**config.mk**
```make
export PLATFORM = sky130hd
export DESIGN_NAME = tone_voice_output_logic
export DESIGN_NICKNAME = d
export VERILOG_FILES = /design/src/tone_voice_pkg.sv /design/src/tone_voice_output_logic.sv
export SDC_FILE = /design/constraint.sdc
export NUM_CORES = 1
export LEC_CHECK = 0
export ABC_AREA = 1
export BUFFER_PORTS_ARGS = -buffer_cell sky130_fd_sc_hd__buf_2
export CAP_MARGIN = 20
export CORE_MARGIN = 8
export CORE_UTILIZATION = 45
export DETAILED_ROUTE_END_ITERATION = 8
export GPL_ROUTABILITY_DRIVEN = 0
export GPL_TIMING_DRIVEN = 0
export HOLD_SLACK_MARGIN = 0.15
export PLACE_DENSITY = 0.59
export REMOVE_ABC_BUFFERS = 1
export SKIP_LAST_GASP = 1
export SLEW_MARGIN = 20
export SYNTH_ARGS = -nofsm -noshare
export SYNTH_HDL_FRONTEND = slang
export SYNTH_SLANG_ARGS = --single-unit
export TNS_END_PERCENT = 30
```
**constraint.sdc**
```tcl
create_clock -name ref_clk -period 4.5 [get_ports ref_clk]
set_clock_uncertainty 0.15 [all_clocks]
set_input_delay 0.45 -clock ref_clk [delete_from_list [all_inputs] [get_ports ref_clk]]
set_output_delay 0.45 -clock ref_clk [all_outputs]
set_load 0.1 [all_outputs]
```
**src/tone_voice_pkg.sv**
```systemverilog
package tone_voice_pkg;

	// Clock and decision timing
	localparam int CLK_HZ          = 20_000_000;
	localparam int CYC_PER_MS      = CLK_HZ / 1000;
	localparam int DECISION_MS     = 6;
	localparam int DECISION_CYCLES = DECISION_MS * CYC_PER_MS;
	localparam int INIT_MS         = 15;
	localparam int INIT_CYCLES     = INIT_MS * CYC_PER_MS;

	// Fast voice qualification, least time rounded up to whole decisions
	localparam int FAST_MS      = 90;
	localparam int FAST_SAMPLES = (FAST_MS + DECISION_MS - 1) / DECISION_MS;

	// Slow voice occupancy window, longest time rounded down
	localparam int WINDOW_MS      = 728;
	localparam int WINDOW_SAMPLES = WINDOW_MS / DECISION_MS;
	localparam int SLOW_SET_PCT   = 51;
	localparam int SLOW_CLR_PCT   = 10;
	localparam int PCT_FULL       = 100;

	// Level detector, level in dB re 775 mVrms, nominal -42 dB
	localparam int                  LEVEL_W         = 8;
	localparam logic signed [7:0]   LEVEL_THRESH_DB = 8'shd6;

	// Classification handed over by the signal analyser
	typedef enum logic [2:0] {
		CLS_NONE  = 3'h0,
		CLS_TONE  = 3'h1,
		CLS_DTMF  = 3'h2,
		CLS_VOICE = 3'h3,
		CLS_OOB   = 3'h4
	} class_t;

	typedef enum logic [2:0] {
		ST_OFF  = 3'h1,
		ST_INIT = 3'h2,
		ST_RUN  = 3'h4
	} state_t;

endpackage : tone_voice_pkg

```
**src/tone_voice_output_logic.sv**
```systemverilog
// Summary of operation
// - Fast voice rises about 90 ms after voice
// - Slow voice steadier, rises about 460 ms after voice, 370 ms after fast
// - Slow set when fast above 51% of 728 ms
// - Slow cleared below 10%, else holds
// - Level present when level above -42 dB
// - All three outputs gated by level present
// - Enable low resets, stops, clears outputs except ext_clock_sel, which follows the strap while off
// - Voice may rise while tone stays set
// - Class to tone/voice output encoding table
// - Tone accepted anywhere in 315 to 650 Hz
// - Outputs invalid during 15 ms initialisation
// - Fresh decision taken every 6 ms
`timescale 1ns/1ps

module tone_voice_output_logic #(
	parameter int DECISION_CYCLES = tone_voice_pkg::DECISION_CYCLES,
	parameter int INIT_CYCLES     = tone_voice_pkg::INIT_CYCLES,
	parameter int FAST_SAMPLES    = tone_voice_pkg::FAST_SAMPLES,
	parameter int WINDOW_SAMPLES  = tone_voice_pkg::WINDOW_SAMPLES
) (
	input  wire logic                                      ref_clk,
	input  wire logic                                      srst,
	input  wire logic                                      clk_en,
	input  wire logic                                      enable_pin,
	input  wire logic                                      clock_sel_pin,
	input  wire logic                                      xtal_in,
	input  wire logic signed [tone_voice_pkg::LEVEL_W-1:0] level_db,
	input  wire tone_voice_pkg::class_t                    class_code,
	output logic                                           tone_detect_out,
	output logic                                           voice_fast_out,
	output logic                                           voice_slow_out,
	output logic                                           tone_flag_out,
	output logic                                           crystal_drive_out,
	output logic                                           ext_clock_sel
);
	import tone_voice_pkg::*;

	localparam int DEC_W  = $clog2(DECISION_CYCLES + 1);
	localparam int INIT_W = $clog2(INIT_CYCLES + 1);
	localparam int RUN_W  = $clog2(FAST_SAMPLES + 1);
	localparam int WCNT_W = $clog2(WINDOW_SAMPLES + 1);

	// Pin synchronisers: enable, clock strap, crystal
	logic [2:0] pin_s1;
	logic [2:0] pin_s2;
	logic [2:0] next_pin_s1;
	logic [2:0] next_pin_s2;
	logic       enable_s;
	logic       clock_sel_s;
	logic       xtal_s;

	always_comb begin
		next_pin_s1 = pin_s1;
		next_pin_s2 = pin_s2;
		if (clk_en) begin
			next_pin_s1 = {xtal_in, clock_sel_pin, enable_pin};
			next_pin_s2 = pin_s1;
		end
	end

	always_ff @(posedge ref_clk) begin
		if (srst) begin
			pin_s1 <= 3'h0;
			pin_s2 <= 3'h0;
		end else begin
			pin_s1 <= next_pin_s1;
			pin_s2 <= next_pin_s2;
		end
	end

	assign enable_s    = pin_s2[0];
	assign clock_sel_s = pin_s2[1];
	assign xtal_s      = pin_s2[2];

	// Power state and timers
	state_t            state;
	state_t            next_state;
	logic [INIT_W-1:0] init_cnt;
	logic [INIT_W-1:0] next_init_cnt;
	logic [DEC_W-1:0]  dec_cnt;
	logic [DEC_W-1:0]  next_dec_cnt;
	logic              next_ext_clock_sel;
	logic              tick;
	logic              run;

	assign run  = (state == ST_RUN);
	assign tick = run && (dec_cnt == DEC_W'(DECISION_CYCLES - 1));

	always_comb begin
		next_state         = state;
		next_init_cnt      = init_cnt;
		next_dec_cnt       = dec_cnt;
		next_ext_clock_sel = ext_clock_sel;
		if (clk_en) begin
			case (state)
				ST_OFF: begin
					// Strap is only looked at while the device is parked
					next_ext_clock_sel = clock_sel_s;
					next_init_cnt      = '0;
					next_dec_cnt       = '0;
					if (enable_s) begin
						next_state = ST_INIT;
					end
				end
				ST_INIT: begin
					next_init_cnt = init_cnt + INIT_W'(1);
					if (init_cnt == INIT_W'(INIT_CYCLES - 1)) begin
						next_state = ST_RUN;
					end
				end
				ST_RUN: begin
					if (tick) begin
						next_dec_cnt = '0;
					end else begin
						next_dec_cnt = dec_cnt + DEC_W'(1);
					end
				end
				default: begin
					next_state = ST_OFF;
				end
			endcase
			if (!enable_s) begin
				next_state = ST_OFF;
			end
		end
	end

	always_ff @(posedge ref_clk) begin
		if (srst) begin
			state         <= ST_OFF;
			init_cnt      <= '0;
			dec_cnt       <= '0;
			ext_clock_sel <= 1'b0;
		end else begin
			state         <= next_state;
			init_cnt      <= next_init_cnt;
			dec_cnt       <= next_dec_cnt;
			ext_clock_sel <= next_ext_clock_sel;
		end
	end

	// Detector flags, level gate and occupancy window
	logic                      level_ok;
	logic                      next_level_ok;
	logic                      next_tone_flag;
	logic                      fast_flag;
	logic                      next_fast_flag;
	logic                      slow_flag;
	logic                      next_slow_flag;
	logic [RUN_W-1:0]          voice_run;
	logic [RUN_W-1:0]          next_voice_run;
	logic [WINDOW_SAMPLES-1:0] win;
	logic [WINDOW_SAMPLES-1:0] next_win;
	logic [WCNT_W-1:0]         win_cnt;
	logic [WCNT_W-1:0]         next_win_cnt;
	logic [WCNT_W-1:0]         win_sum;
	logic                      win_hi;
	logic                      win_lo;
	logic                      is_voice;

	assign is_voice = (class_code == CLS_VOICE);
	// Count after this decision's shift, built from flops so no loop through next_ values
	assign win_sum  = win_cnt + WCNT_W'(fast_flag) - WCNT_W'(win[WINDOW_SAMPLES-1]);
	assign win_hi   = int'(win_sum) * PCT_FULL > SLOW_SET_PCT * WINDOW_SAMPLES;
	assign win_lo   = int'(win_sum) * PCT_FULL < SLOW_CLR_PCT * WINDOW_SAMPLES;

	always_comb begin
		next_level_ok  = level_ok;
		next_tone_flag = tone_flag_out;
		next_fast_flag = fast_flag;
		next_slow_flag = slow_flag;
		next_voice_run = voice_run;
		next_win       = win;
		next_win_cnt   = win_cnt;
		if (clk_en) begin
			next_level_ok = run && (level_db > LEVEL_THRESH_DB);
			if (!run) begin
				next_tone_flag = 1'b0;
				next_fast_flag = 1'b0;
				next_slow_flag = 1'b0;
				next_voice_run = '0;
				next_win       = '0;
				next_win_cnt   = '0;
			end else if (tick) begin
				// Analyser has already limited tones to 315..650 Hz
				case (class_code)
					CLS_TONE:  next_tone_flag = 1'b1;
					CLS_VOICE: next_tone_flag = tone_flag_out;
					default:   next_tone_flag = 1'b0;
				endcase
				if (!is_voice) begin
					next_voice_run = '0;
				end else if (voice_run != RUN_W'(FAST_SAMPLES)) begin
					next_voice_run = voice_run + RUN_W'(1);
				end
				next_fast_flag = (next_voice_run == RUN_W'(FAST_SAMPLES));
				next_win       = {win[WINDOW_SAMPLES-2:0], fast_flag};
				next_win_cnt   = win_sum;
				if (win_hi) begin
					next_slow_flag = 1'b1;
				end else if (win_lo) begin
					next_slow_flag = 1'b0;
				end
			end
		end
	end

	always_ff @(posedge ref_clk) begin
		if (srst) begin
			level_ok      <= 1'b0;
			tone_flag_out <= 1'b0;
			fast_flag     <= 1'b0;
			slow_flag     <= 1'b0;
			voice_run     <= '0;
			win           <= '0;
			win_cnt       <= '0;
		end else begin
			level_ok      <= next_level_ok;
			tone_flag_out <= next_tone_flag;
			fast_flag     <= next_fast_flag;
			slow_flag     <= next_slow_flag;
			voice_run     <= next_voice_run;
			win           <= next_win;
			win_cnt       <= next_win_cnt;
		end
	end

	// Gated pin outputs and oscillator drive
	logic next_tone_out;
	logic next_fast_out;
	logic next_slow_out;
	logic next_xtal_drive;

	always_comb begin
		next_tone_out   = tone_detect_out;
		next_fast_out   = voice_fast_out;
		next_slow_out   = voice_slow_out;
		next_xtal_drive = crystal_drive_out;
		if (clk_en) begin
			next_tone_out   = run && level_ok && tone_flag_out;
			next_fast_out   = run && level_ok && fast_flag;
			next_slow_out   = run && level_ok && slow_flag;
			// Crystal amplifier is powered down when off or on external clock
			next_xtal_drive = (state != ST_OFF) && !ext_clock_sel && !xtal_s;
		end
	end

	always_ff @(posedge ref_clk) begin
		if (srst) begin
			tone_detect_out   <= 1'b0;
			voice_fast_out    <= 1'b0;
			voice_slow_out    <= 1'b0;
			crystal_drive_out <= 1'b0;
		end else begin
			tone_detect_out   <= next_tone_out;
			voice_fast_out    <= next_fast_out;
			voice_slow_out    <= next_slow_out;
			crystal_drive_out <= next_xtal_drive;
		end
	end
endmodule : tone_voice_output_logic

```
==> summary.txt, run 1 <==
Status
  – Outcome: finished clean

Layout
  – Diode count: 0
  – Share of cells above drive strength 1: 11.1%
  – Area Growth Syn to Fin: 11.4%
  – Final Util: 50.9%
  – Final nets: 1,043
  – Fin area: 9120 sq um

Detailed routing
  – Routed length per instance: 12.5 um
  – Via count: 6,433
  – Antenna viol nets, final: 0
  – DR vias/cell: 5.22
  – Routed WL: 15.5 mm
  – Post-route DRC violation count: 0
  – Drt initial violations: 400
  – First-pass DRT Iterations: 5

Hold path
  – Cell depth of the worst min-delay path: 3
  – Hold WC Path Type: input pin to register
  – Hold Path End: pin_s1[2]$_SDFFE_PP0P_
  – Hold Crit Start: xtal_in

Pwr
  – Power Density: 360 nW/um^2
  – Pleak: 3.62 nW
  – Power, Total: 3.28 mW
  – Max VDD drop: 0.401 mV

STA
  – Least-Margin Pin Slew: 989 ps
  – # setup viols final: 0
  – TNS Setup: 0 ps
  – Period utilization: 92.8%
  – Tmin final: 4170 ps
  – Final worst slack: 325 ps
  – Maximum clock frequency: 240 MHz
  – Max-slew violation count: 0
  – Slew headroom: 33.6%
  – Fin. Hold Viols: 0

Worst setup path
  – Reg-to-Reg Start: win_cnt[0]$_SDFFE_PP0P_
  – FF-to-FF setup slack: 330 ps
  – FF-to-FF path depth: 29
  – RR Endpoint: slow_flag$_SDFFE_PP0P_
  – Critical Path RT: 4700 ps
  – Most Frequent Cell on Critical Path: nand2_1
  – Worst Path Class, Setup: register to register
  – CP delay by family, top: adder cells
  – WP buf/inv: 8
  – Arrival time worst endpoint: 4380 ps
  – Slowest library cell on the worst path: fa_1
  – Nature of the critical path endpoint: register
  – CP Launch Type: register
  – Max incr delay on CP: 490 ps
  – Crit Path Max Fanout: 5

Clocking
  – Worst-path clk slew: 70 ps
  – CTS root buffer: clkbuf_16
  – CTS Buf Count: 17
  – H-tree Lvls: 4
  – Clock Sinks: 186
  – Clock Path Buffers: 2
  – CTS tree: yes
  – Worst-Skew Late Latency: 420 ps

Global route
  – GRT overflow: 0
  – First-pass GRT wire length: 26.5 mm
  – Pin count of the biggest net entering global routing: 98
  – Total GRT Usage: 13.8%
  – Initial antenna violation count: 0
  – Vias in the first global route: 5,848

Floorplanning
  – IO Pins: 23
  – Core Rows: 49
  – Die height: 151 um
  – Die ar.: 22,700 sq um
  – Core area: 17,900 sq um
  – Initial core utilization: 45.7%
  – Chip width: 151 um

Yosys
  – YS warnings: 0
  – Syn Std Cell Area: 8180 sq um
  – Syn Area/Cell: 8.24 sq um
  – Post-synthesis sequential area ratio: 45.5%
  – Syn Inst Count: 993
  – Synthesized flop and latch total: 186
  – Distinct cells, synth: 48

Flow run
  – Max cap viols: 0

Placed design
  – PortBufs: 22
  – DP HPWL: 9.74 mm
  – Dpl ws: 85.9 ps
  – Placed instance area: 8400 sq um
==> routing by layer <==
metal | vias up | track usage [%] | share of wire (%)
met5 | - | 0 | 0
met4 | 0 | 4.16 | 0.88
met3 | 8 | 3.20 | 3.2
met2 | 63 | 22.6 | 45
met1 | 2971 | 17.8 | 51
li1 | 3391 | - | -
==> state kept, by name (all words and copies together), names as in the netlist <==
name               cells
win                  121
init_cnt              19
dec_cnt               17
win_cnt                7
voice_run              4
pin_s1                 3
pin_s2                 3
state                  3
crystal_drive_out      1
ext_clock_sel          1
fast_flag              1
level_ok               1
slow_flag              1
tone_detect_out        1
tone_flag_out          1
voice_fast_out         1
voice_slow_out         1
==> worst reg2reg max path, delay by kind of cell (launching register included) <==
| family | cells | cell delay [ps] |
|---|---|---|
| adder cells (fa/ha/maj) | 7 | 2050 |
| AND/OR/NAND/NOR | 12 | 830 |
| buffers and inverters | 8 | 460 |
| flip-flops | 1 | 330 |
| AO/OA/AOI/OAI | 2 | 280 |
==> worst max-delay path by stage <==
stage / slack, ps / from / cells past startpoint / end
4_1_cts: 40 / win_cnt[0]$_SDFFE_PP0P_ / 27 / slow_flag$_SDFFE_PP0P_
2_1_floorplan: 460 / win_cnt[0]$_SDFFE_PP0P_ / 29 / slow_flag$_SDFFE_PP0P_
3_3_place_gp: -160 / srst / 6 / dec_cnt[8]$_SDFFE_PP0P_
3_5_place_dp: 90 / win_cnt[0]$_SDFFE_PP0P_ / 27 / slow_flag$_SDFFE_PP0P_
6_report: 330 / win_cnt[0]$_SDFFE_PP0P_ / 29 / slow_flag$_SDFFE_PP0P_
5_1_grt: -7 / win_cnt[0]$_SDFFE_PP0P_ / 29 / slow_flag$_SDFFE_PP0P_
==> placed cells by master, fill, tap and decap left out, drive strengths merged <==
cell	netlist	final
a211oi	2	2
a21oi	55	55
a221oi	1	1
a22oi	123	123
a31o	1	1
a31oi	2	2
a32oi	3	3
and2	1	1
and3	1	1
buf	31	26
bufinv	0	1
clkbuf	18	19
clkinv	1	4
clkinvlp	0	1
dfxtp	186	186
dlygate4sd3	0	2
fa	3	3
ha	32	32
inv	101	109
mux2i	1	1
nand2	118	118
nand3	30	30
nand3b	7	7
nand4	16	16
nor2	180	180
nor3	21	21
nor3b	2	2
nor4	2	2
o211a	2	2
o211ai	1	1
o21a	3	3
o21ai	32	32
o21bai	1	1
o31ai	1	1
or2	4	4
xnor2	1	1
xor2	10	10
==> cells by family after synthesis <==
logic type	after synthesis	synth area share (%)
and+or+nand+nor	382	21.1
buffers and inverters	151	8.08
DFF	186	45.5
muxes	1	0.122
xor gates and xnor gates	11	1.18
AOI/OAI and AO/OA	227	18.4
adders and majority gates	35	5.63
==> where the power goes <==
group / switching (mW) / internal [mW]
clock network: 0.675 / 0.818
registers: 0.00607 / 1.65
logic: 0.0979 / 0.0318
==> per-stage QoR <==
step,hold WS [ps],instances
2_1_floorplan,283,944
3_3_place_gp,297,1195
3_5_place_dp,305,1198
4_1_cts,156,1232
5_1_grt,169,1233
6_report,161,1233
==> area by class of cell <==
class / instances / area [sq um]
Clock buffer: 19 / 453
Clock inverter: 13 / 145
Fill cell: 1723 / 8790
Inverter: 102 / 394
Multi-Input combinational cell: 656 / 3890
Sequential cell: 186 / 3720
Tap cell: 229 / 287
Timing Repair Buffer: 28 / 226
==> Yosys cell counts, drive strengths merged <==
library cell	count	area, sq um
o21ai	32	160
a21oi	55	275
nand4	16	100
clkbuf	18	67.6
mux2i	1	10.0
a31oi	2	12.5
or2	4	25.0
nand3	30	165
fa	3	60.1
clkinv	1	5.00
a221oi	1	15.0
nor3	21	153
a22oi	123	923
buf	31	209
and3	1	7.51
inv	101	379
xor2	10	87.6
o21bai	1	7.51
nor4	2	12.5
a31o	1	8.76
nand2	118	473
o211a	2	20.0
dfxtp	186	3720
nor3b	2	15.0
a211oi	2	15.0
o21a	3	22.5
o31ai	1	7.51
ha	32	400
and2	1	6.26
a32oi	3	26.3
nand3b	7	65.1
nor2	180	706
xnor2	1	8.76
o211ai	1	7.51
==> what timing repair did <==
action,4_1_cts,5_1_grt
endpoints found under the hold margin,2,0
resized for setup,0,17
buffers inserted,0,1
endpoints found under the setup margin,0,1
hold buffers,2,0
(Power assumes the default switching activity.)
==> run 2, diff against run 1 <==
--- a/config.mk
+++ b/config.mk
@@ -8,13 +8,13 @@
 export ABC_AREA = 1
 export BUFFER_PORTS_ARGS = -buffer_cell sky130_fd_sc_hd__buf_2
 export CAP_MARGIN = 20
-export CORE_MARGIN = 8
+export CORE_MARGIN = 10
 export CORE_UTILIZATION = 45
 export DETAILED_ROUTE_END_ITERATION = 8
 export GPL_ROUTABILITY_DRIVEN = 0
 export GPL_TIMING_DRIVEN = 0
 export HOLD_SLACK_MARGIN = 0.15
-export PLACE_DENSITY = 0.59
+export PLACE_DENSITY = 0.61
 export REMOVE_ABC_BUFFERS = 1
 export SKIP_LAST_GASP = 1
 export SLEW_MARGIN = 20
==> constraint.sdc (replaced) <==
create_clock -name ref_clk -period 3.5 [get_ports ref_clk]
set_clock_uncertainty 0.15 [all_clocks]
set_input_delay 0.35 -clock ref_clk [delete_from_list [all_inputs] [get_ports ref_clk]]
set_output_delay 0.35 -clock ref_clk [all_outputs]
set_load 0.1 [all_outputs]
==> summary.txt, run 2 (synthesis results as in run 1) <==
Layout
  – Area Growth Syn to Fin: 15.0%
  – Register bank with the most flops: win
  – Cell Count, Final, Fillers Out: 1,247 (+1.1%)
  – Final nets: 1,059 (+1.5%)
  – Commonest non-fill, non-tap cell in the layout: dfxtp_1
  – Share of cells above drive strength 1: 15.9% (+4.9 points)
  – Diode count: 0 (unchanged)
  – Top Registers: win: 121 flops, init_cnt: 19 flops, dec_cnt: 17 flops
  – Max reg flops: 121 (unchanged)
  – Most frequent cells in the layout: 182 x dfxtp_1, 173 x nor2_1, 123 x a22oi_1
  – Fin area: 9410 sq um (+3.2%)

Worst setup path
  – FF-to-FF setup slack: -520 ps (-850 ps)
  – Nature of the critical path endpoint: register
  – Crit Path Max Fanout: 5 (unchanged)
  – RR Endpoint: slow_flag$_SDFFE_PP0P_
  – Critical Path RT: 3660 ps (-1040 ps)
  – Worst Path Class, Setup: register to register
  – Critical Path Start: win_cnt[0]$_SDFFE_PP0P_
  – Reg-to-Reg Start: win_cnt[0]$_SDFFE_PP0P_
  – CP Launch Type: register
  – Crit path capture: slow_flag$_SDFFE_PP0P_
  – FF-to-FF path depth: 23 (-21%)
  – Arrival time worst endpoint: 4180 ps (-200 ps)

Pwr
  – Power Density: 433 nW/um^2 (+20%)
  – Pleak: 3.66 nW (+1.2%)
  – Max VDD drop: 0.461 mV (+15%)
  – Power, Total: 4.07 mW (+24%)

Placed design
  – Placed instance area: 8400 sq um (unchanged)
  – Dpl ws: -943 ps (-1030 ps)
  – PortBufs: 22 (unchanged)
  – DP HPWL: 9.63 mm (-1.1%)
  – # placed instances: 1,198 (unchanged)

Floorplanning
  – Initial core utilization: 45.7% (unchanged)
  – Chip width: 155 um (+2.7%)
  – Core Rows: 49 (unchanged)
  – Core area: 17,900 sq um (unchanged)
  – IO Pins: 23 (unchanged)
  – Die ar.: 24,000 sq um (+5.4%)
  – Die height: 155 um (+2.7%)

STA
  – Least-Margin Pin Slew: 954 ps (-35.3 ps)
  – Tmin final: 4020 ps (-154 ps)
  – Maximum clock frequency: 249 MHz (+3.8%)
  – Max-slew violation count: 0 (unchanged)
  – Final worst slack: -521 ps (-846 ps)
  – RSZ-0062 raised after global routing: true
  – Final hold slack: 175 ps (+14.0 ps)
  – Period utilization: 115% (+22 points)
  – Fin. Hold Viols: 0 (unchanged)
  – Slew headroom: 36.0% (+2.4 points)
  – # setup viols final: 1 (+1)

Flow run
  – Max cap viols: 0 (unchanged)

Global route
  – Pin count of the biggest net entering global routing: 97 (-1.0%)
  – First-pass GRT wire length: 26.8 mm (+1.4%)
  – Total GRT Usage: 13.0% (-0.83 points)
  – Vias in the first global route: 5,967 (+2.0%)
  – Initial antenna violation count: 0 (unchanged)
  – GRT overflow: 0 (unchanged)

Clocking
  – CTS Buf Count: 17 (unchanged)
  – Clock Sinks: 186 (unchanged)
  – Worst-path clk slew: 70 ps (about the same)
  – Clock Path Buffers: 2 (unchanged)
  – H-tree Lvls: 4 (unchanged)
  – CTS tree: yes
  – Worst-Skew Late Latency: 430 ps (about the same)
  – CTS root buffer: clkbuf_16

Status
  – Outcome: finished, violations left
  – Failing checks: setup timing

Detailed routing
  – Routed WL: 16.0 mm (+3.4%)
  – Via count: 6,503 (+1.1%)
  – First-pass DRT Iterations: 5 (unchanged)
  – DR vias/cell: 5.21 (about the same)
  – Antenna viol nets, final: 0 (unchanged)
  – Post-route DRC violation count: 0 (unchanged)
  – Routed length per instance: 12.8 um (+2.2%)
  – Drt initial violations: 388 (-3.0%)

Hold path
  – Hold WC Path Type: input pin to register
  – Cell depth of the worst min-delay path: 3 (unchanged)
==> run 2: changes by cell type in the layout (fill, tap and decap cells not counted), moves of 3 or more <==
| cell | delta |
|---|---|
| buf_4 | +12 |
| dfxtp_1 | -3 |
| dfxtp_2 | +3 |
| dlygate4sd3_1 | +4 |
| ha_1 | -11 |
| ha_4 | +10 |
| inv_1 | -10 |
| inv_2 | +9 |
| nand2_1 | -8 |
| nand2_2 | +6 |
| nand3_1 | -4 |
| nand3_2 | +3 |
==> run 2: worst min path at each step <==
stage                                       from                             end  slack (ps)
final                                     clk_en  crystal_drive_out$_SDFFE_PP0P_         170
after global routing                      clk_en  crystal_drive_out$_SDFFE_PP0P_         190
after CTS                                 clk_en  crystal_drive_out$_SDFFE_PP0P_         160
after detailed placement  pin_s2[2]$_SDFFE_PP0P_          pin_s2[2]$_SDFFE_PP0P_         300
after global placement    pin_s2[2]$_SDFFE_PP0P_          pin_s2[2]$_SDFFE_PP0P_         300
after floorplan                             srst        dec_cnt[13]$_SDFFE_PP0P_         270
==> run 2: metal layers <==
metal	GRT usage, %	wire (um)
met4	4.14	144
met3	3.58	487
met2	20.4	7260
met5	0	0
met1	16.9	8110
==> run 2: power breakdown <==
| group | switching (mW) | leakage (nW) | internal [mW] | total, mW |
|---|---|---|---|---|
| clock network | 0.849 | 0.258 | 0.921 | 1.77 |
| registers | 0.00788 | 1.50 | 2.13 | 2.14 |
| logic | 0.126 | 1.90 | 0.0431 | 0.169 |
==> run 2: cell type report <==
type	instances	area [sq um]
clock buffers	17	425
clock inverters	13	110
fillers	1699	8490
inverters	102	397
multi-input cells	656	4110
flip-flops and latches	186	3730
well taps	229	287
repair buffers	44	357
==> run 2: through the flow <==
| stage | setup TNS, ps | util (%) |
|---|---|---|
| floorplan | -540 | - |
| global placement | -15420 | 46.4 |
| detailed placement | -943 | 46.9 |
| CTS | -505 | 51.6 |
| global route | -737 | 52.6 |
| finish | -521 | 52.6 |
==> run 2: what timing repair did <==
action	in CTS	in global routing
gates cloned	0	0
endpoints found under the hold margin	51	0
buffers inserted	5	8
hold buffers	6	0
gates resized for setup	42	26
pin swaps	19	37
endpoints found under the setup margin	1	1
==> run 2: worst max-delay path: stages (launching register included) <==
cell and delay (ps):
dfxtp_2 320, inv_2 60, ha_4 120, inv_2 40, ha_4 250, nand2_2 50, o21bai_1 170, xor2_1 250
inv_2 100, ha_4 250, ha_4 260, inv_2 40, fa_1 520, inv_2 50, ha_4 330, nand3_2 100
nand3_2 80, xor2_1 160, nand3b_1 160, nand3b_1 130, nand3_1 100, nand2_1 50, nand2_1 80, a21oi_2 50
==> run 3, diff against run 2 <==
--- a/config.mk
+++ b/config.mk
@@ -10,6 +10,7 @@
 export CAP_MARGIN = 20
 export CORE_MARGIN = 10
 export CORE_UTILIZATION = 45
+export CTS_BUF_LIST = sky130_fd_sc_hd__clkbuf_8
 export DETAILED_ROUTE_END_ITERATION = 8
 export GPL_ROUTABILITY_DRIVEN = 0
 export GPL_TIMING_DRIVEN = 0
@@ -17,7 +18,6 @@
 export PLACE_DENSITY = 0.61
 export REMOVE_ABC_BUFFERS = 1
 export SKIP_LAST_GASP = 1
-export SLEW_MARGIN = 20
 export SYNTH_ARGS = -nofsm -noshare
 export SYNTH_HDL_FRONTEND = slang
 export SYNTH_SLANG_ARGS = --single-unit
==> summary.txt, run 3 (synthesis results as in run 1) <==
STA
  – Fin. Hold Viols: 0 (unchanged)
  – RSZ-0062 raised after global routing: true
  – Slew headroom: 35.4% (-0.62 points)
  – Least-Margin Pin Slew: 963 ps (+9.28 ps)
  – TNS Setup: -481 ps (+40.0 ps)
  – Period utilization: 114% (-1.1 points)
  – Tmin final: 3980 ps (-40.0 ps)
  – # setup viols final: 1 (unchanged)
  – Final hold slack: 206 ps (+31.1 ps)
  – Maximum clock frequency: 251 MHz (+1.0%)
  – Max-slew violation count: 0 (unchanged)
  – Final worst slack: -481 ps (+40.0 ps)

Pwr
  – Combinational fraction of design power: 4.5% (+0.3 points)
  – Pint: 2.76 mW (-11%)
  – Sequential share of power: 57.4% (+5.0 points)
  – Switching pwr: 0.955 mW (-2.9%)
  – Max VDD drop: 0.332 mV (-28%)
  – Pleak: 3.55 nW (-2.9%)
  – Sw Share: 25.7% (+1.5 points)
  – Power Density: 405 nW/um^2 (-6.5%)
  – Clk pwr share: 38.1% (-5.3 points)

Layout
  – Register bank with the most flops: win
  – Top Registers: win: 121 flops, init_cnt: 19 flops, dec_cnt: 17 flops
  – Max reg flops: 121 (unchanged)
  – Filler cell count: 1,723 (+1.4%)
  – Area of the multi-input gates: 4070 sq um (-0.88%)
  – Commonest non-fill, non-tap cell in the layout: dfxtp_1
  – Area Growth Syn to Fin: 12.3%
  – Final nets: 1,053 (-0.57%)
  – Share of cells above drive strength 1: 14.8% (-1.1 points)
  – Reg area: 3730 sq um (about the same)
  – Diode count: 0 (unchanged)
  – Most frequent cells in the layout: 183 x dfxtp_1, 173 x nor2_1, 123 x a22oi_1
  – Final Util: 51.3% (-1.3 points)

Floorplanning
  – Core Rows: 49 (unchanged)
  – Die height: 155 um (unchanged)
  – Die ar.: 24,000 sq um (unchanged)
  – Chip width: 155 um (unchanged)
  – Core area: 17,900 sq um (unchanged)
  – IO Pins: 23 (unchanged)
  – Initial core utilization: 45.7% (unchanged)

Flow run
  – Max cap viols: 0 (unchanged)

Placed design
  – PortBufs: 22 (unchanged)
  – Dpl ws: -939 ps (+3.80 ps)
  – DP HPWL: 9.48 mm (-1.6%)

Detailed routing
  – Drt initial violations: 432 (+11%)
  – Via count: 6,460 (-0.66%)
  – First-pass DRT Iterations: 5 (unchanged)
  – Routed length per instance: 12.3 um (-4.4%)
  – DR vias/cell: 5.20 (-0.34%)
  – Antenna viol nets, final: 0 (unchanged)
  – Routed WL: 15.2 mm (-4.7%)
  – Post-route DRC violation count: 0 (unchanged)

Worst setup path
  – Max incr delay on CP: 490 ps (-30 ps)
  – Crit Path Max Fanout: 5 (unchanged)
  – CP Launch Type: register
  – Slowest library cell on the worst path: fa_1
  – Most Frequent Cell on Critical Path: nand2_1
  – Arrival time worst endpoint: 4170 ps (about the same)
  – Critical Path RT: 3690 ps (+30 ps)
  – Reg-to-Reg Start: win_cnt[0]$_SDFFE_PP0P_
  – Critical Path Start: win_cnt[0]$_SDFFE_PP0P_
  – Worst Path Class, Setup: register to register
  – Nature of the critical path endpoint: register

Clocking
  – Worst-Skew Late Latency: 460 ps (+30 ps)
  – CTS root buffer: clkbuf_8
  – H-tree Lvls: 4 (unchanged)
  – CTS Buf Count: 17 (unchanged)
  – Worst-path clk slew: 100 ps (+30 ps)
  – Clock Sinks: 186 (unchanged)
  – Clock Path Buffers: 2 (unchanged)
  – CTS tree: yes

Global route
  – First-pass GRT wire length: 26.0 mm (-3.2%)
  – GRT overflow: 0 (unchanged)
  – Total GRT Usage: 12.5% (-0.49 points)
  – Vias in the first global route: 5,815 (-2.5%)
  – Initial antenna violation count: 0 (unchanged)
  – Pin count of the biggest net entering global routing: 87 (-10%)

Hold path
  – Hold Crit Start: level_db[6]
  – Hold WC Path Type: input pin to register

Status
  – Failing checks: setup timing
  – Outcome: finished, violations left
-- run 3: cell types whose count changed in the layout (fill, tap and decap cells not counted), sizes merged --
cell,delta
bufinv,+1
clkinv,+1
dlygate4sd3,+1
inv,+2
buf,-7
clkinvlp,-2
-- run 3: area by class of cell --
type,count,share of cell area [%]
multi-input combinational,656,44.3
inverter,102,4.29
timing repair buffer,38,3.38
clock inverter,15,1.76
sequential,186,40.6
tap,229,3.12
clock buffer,17,2.55
-- run 3: critical path: cells and delay by family, from the launching register on --
| family | cells | cell delay (ps) |
|---|---|---|
| buf+inv | 8 | 370 |
| compound gates | 1 | 50 |
| fa+ha+maj | 7 | 1980 |
| simple gates | 13 | 980 |
| flops | 1 | 340 |
-- run 3: power by group through the flow --
stage	clock (mW)	sequential, mW	combinational (mW)
after global routing	1.55	2.14	0.188
after detailed placement	0	2.18	0.166
after floorplan	0	2.20	0.0784
after CTS	1.47	2.14	0.171
final	1.42	2.13	0.169
after global placement	0	2.18	0.157
-- run 3: final timing paths --
kind	end	slack, ps	depth (start not counted)
min reg2reg	pin_s2[2]$_SDFFE_PP0P_	310	2
max reg2reg	slow_flag$_SDFFE_PP0P_	-480	29
min	level_ok$_SDFFE_PP0P_	210	5
max	slow_flag$_SDFFE_PP0P_	-480	29
-- run 3: layer usage --
| layer | GRT usage, % | routed length (um) | up-vias |
|---|---|---|---|
| li1 | - | - | 3390 |
| met1 | 16.1 | 7740 | 2977 |
| met2 | 20.1 | 6800 | 83 |
| met3 | 3.22 | 550 | 10 |
| met4 | 3.87 | 148 | 0 |
| met5 | 0 | 0 | - |
-- run 3: what timing repair did --
action / CTS / global route
endpoints found under the setup margin: 1 / 1
hold buffers: 7 / 0
endpoints found under the hold margin: 6 / 0
gates resized for setup: 45 / 16
setup buffers: 3 / 3
pin swaps: 23 / 16
-- run 3: per-stage QoR --
stage               cells  instance area (sq um)  total power, mW
detailed placement   1198                   8390             2.35
global placement     1195                   8300             2.34
CTS                  1240                   9090             3.78
global route         1243                   9180             3.87
floorplan             944                   7900             2.28
finish               1243                   9180             3.72
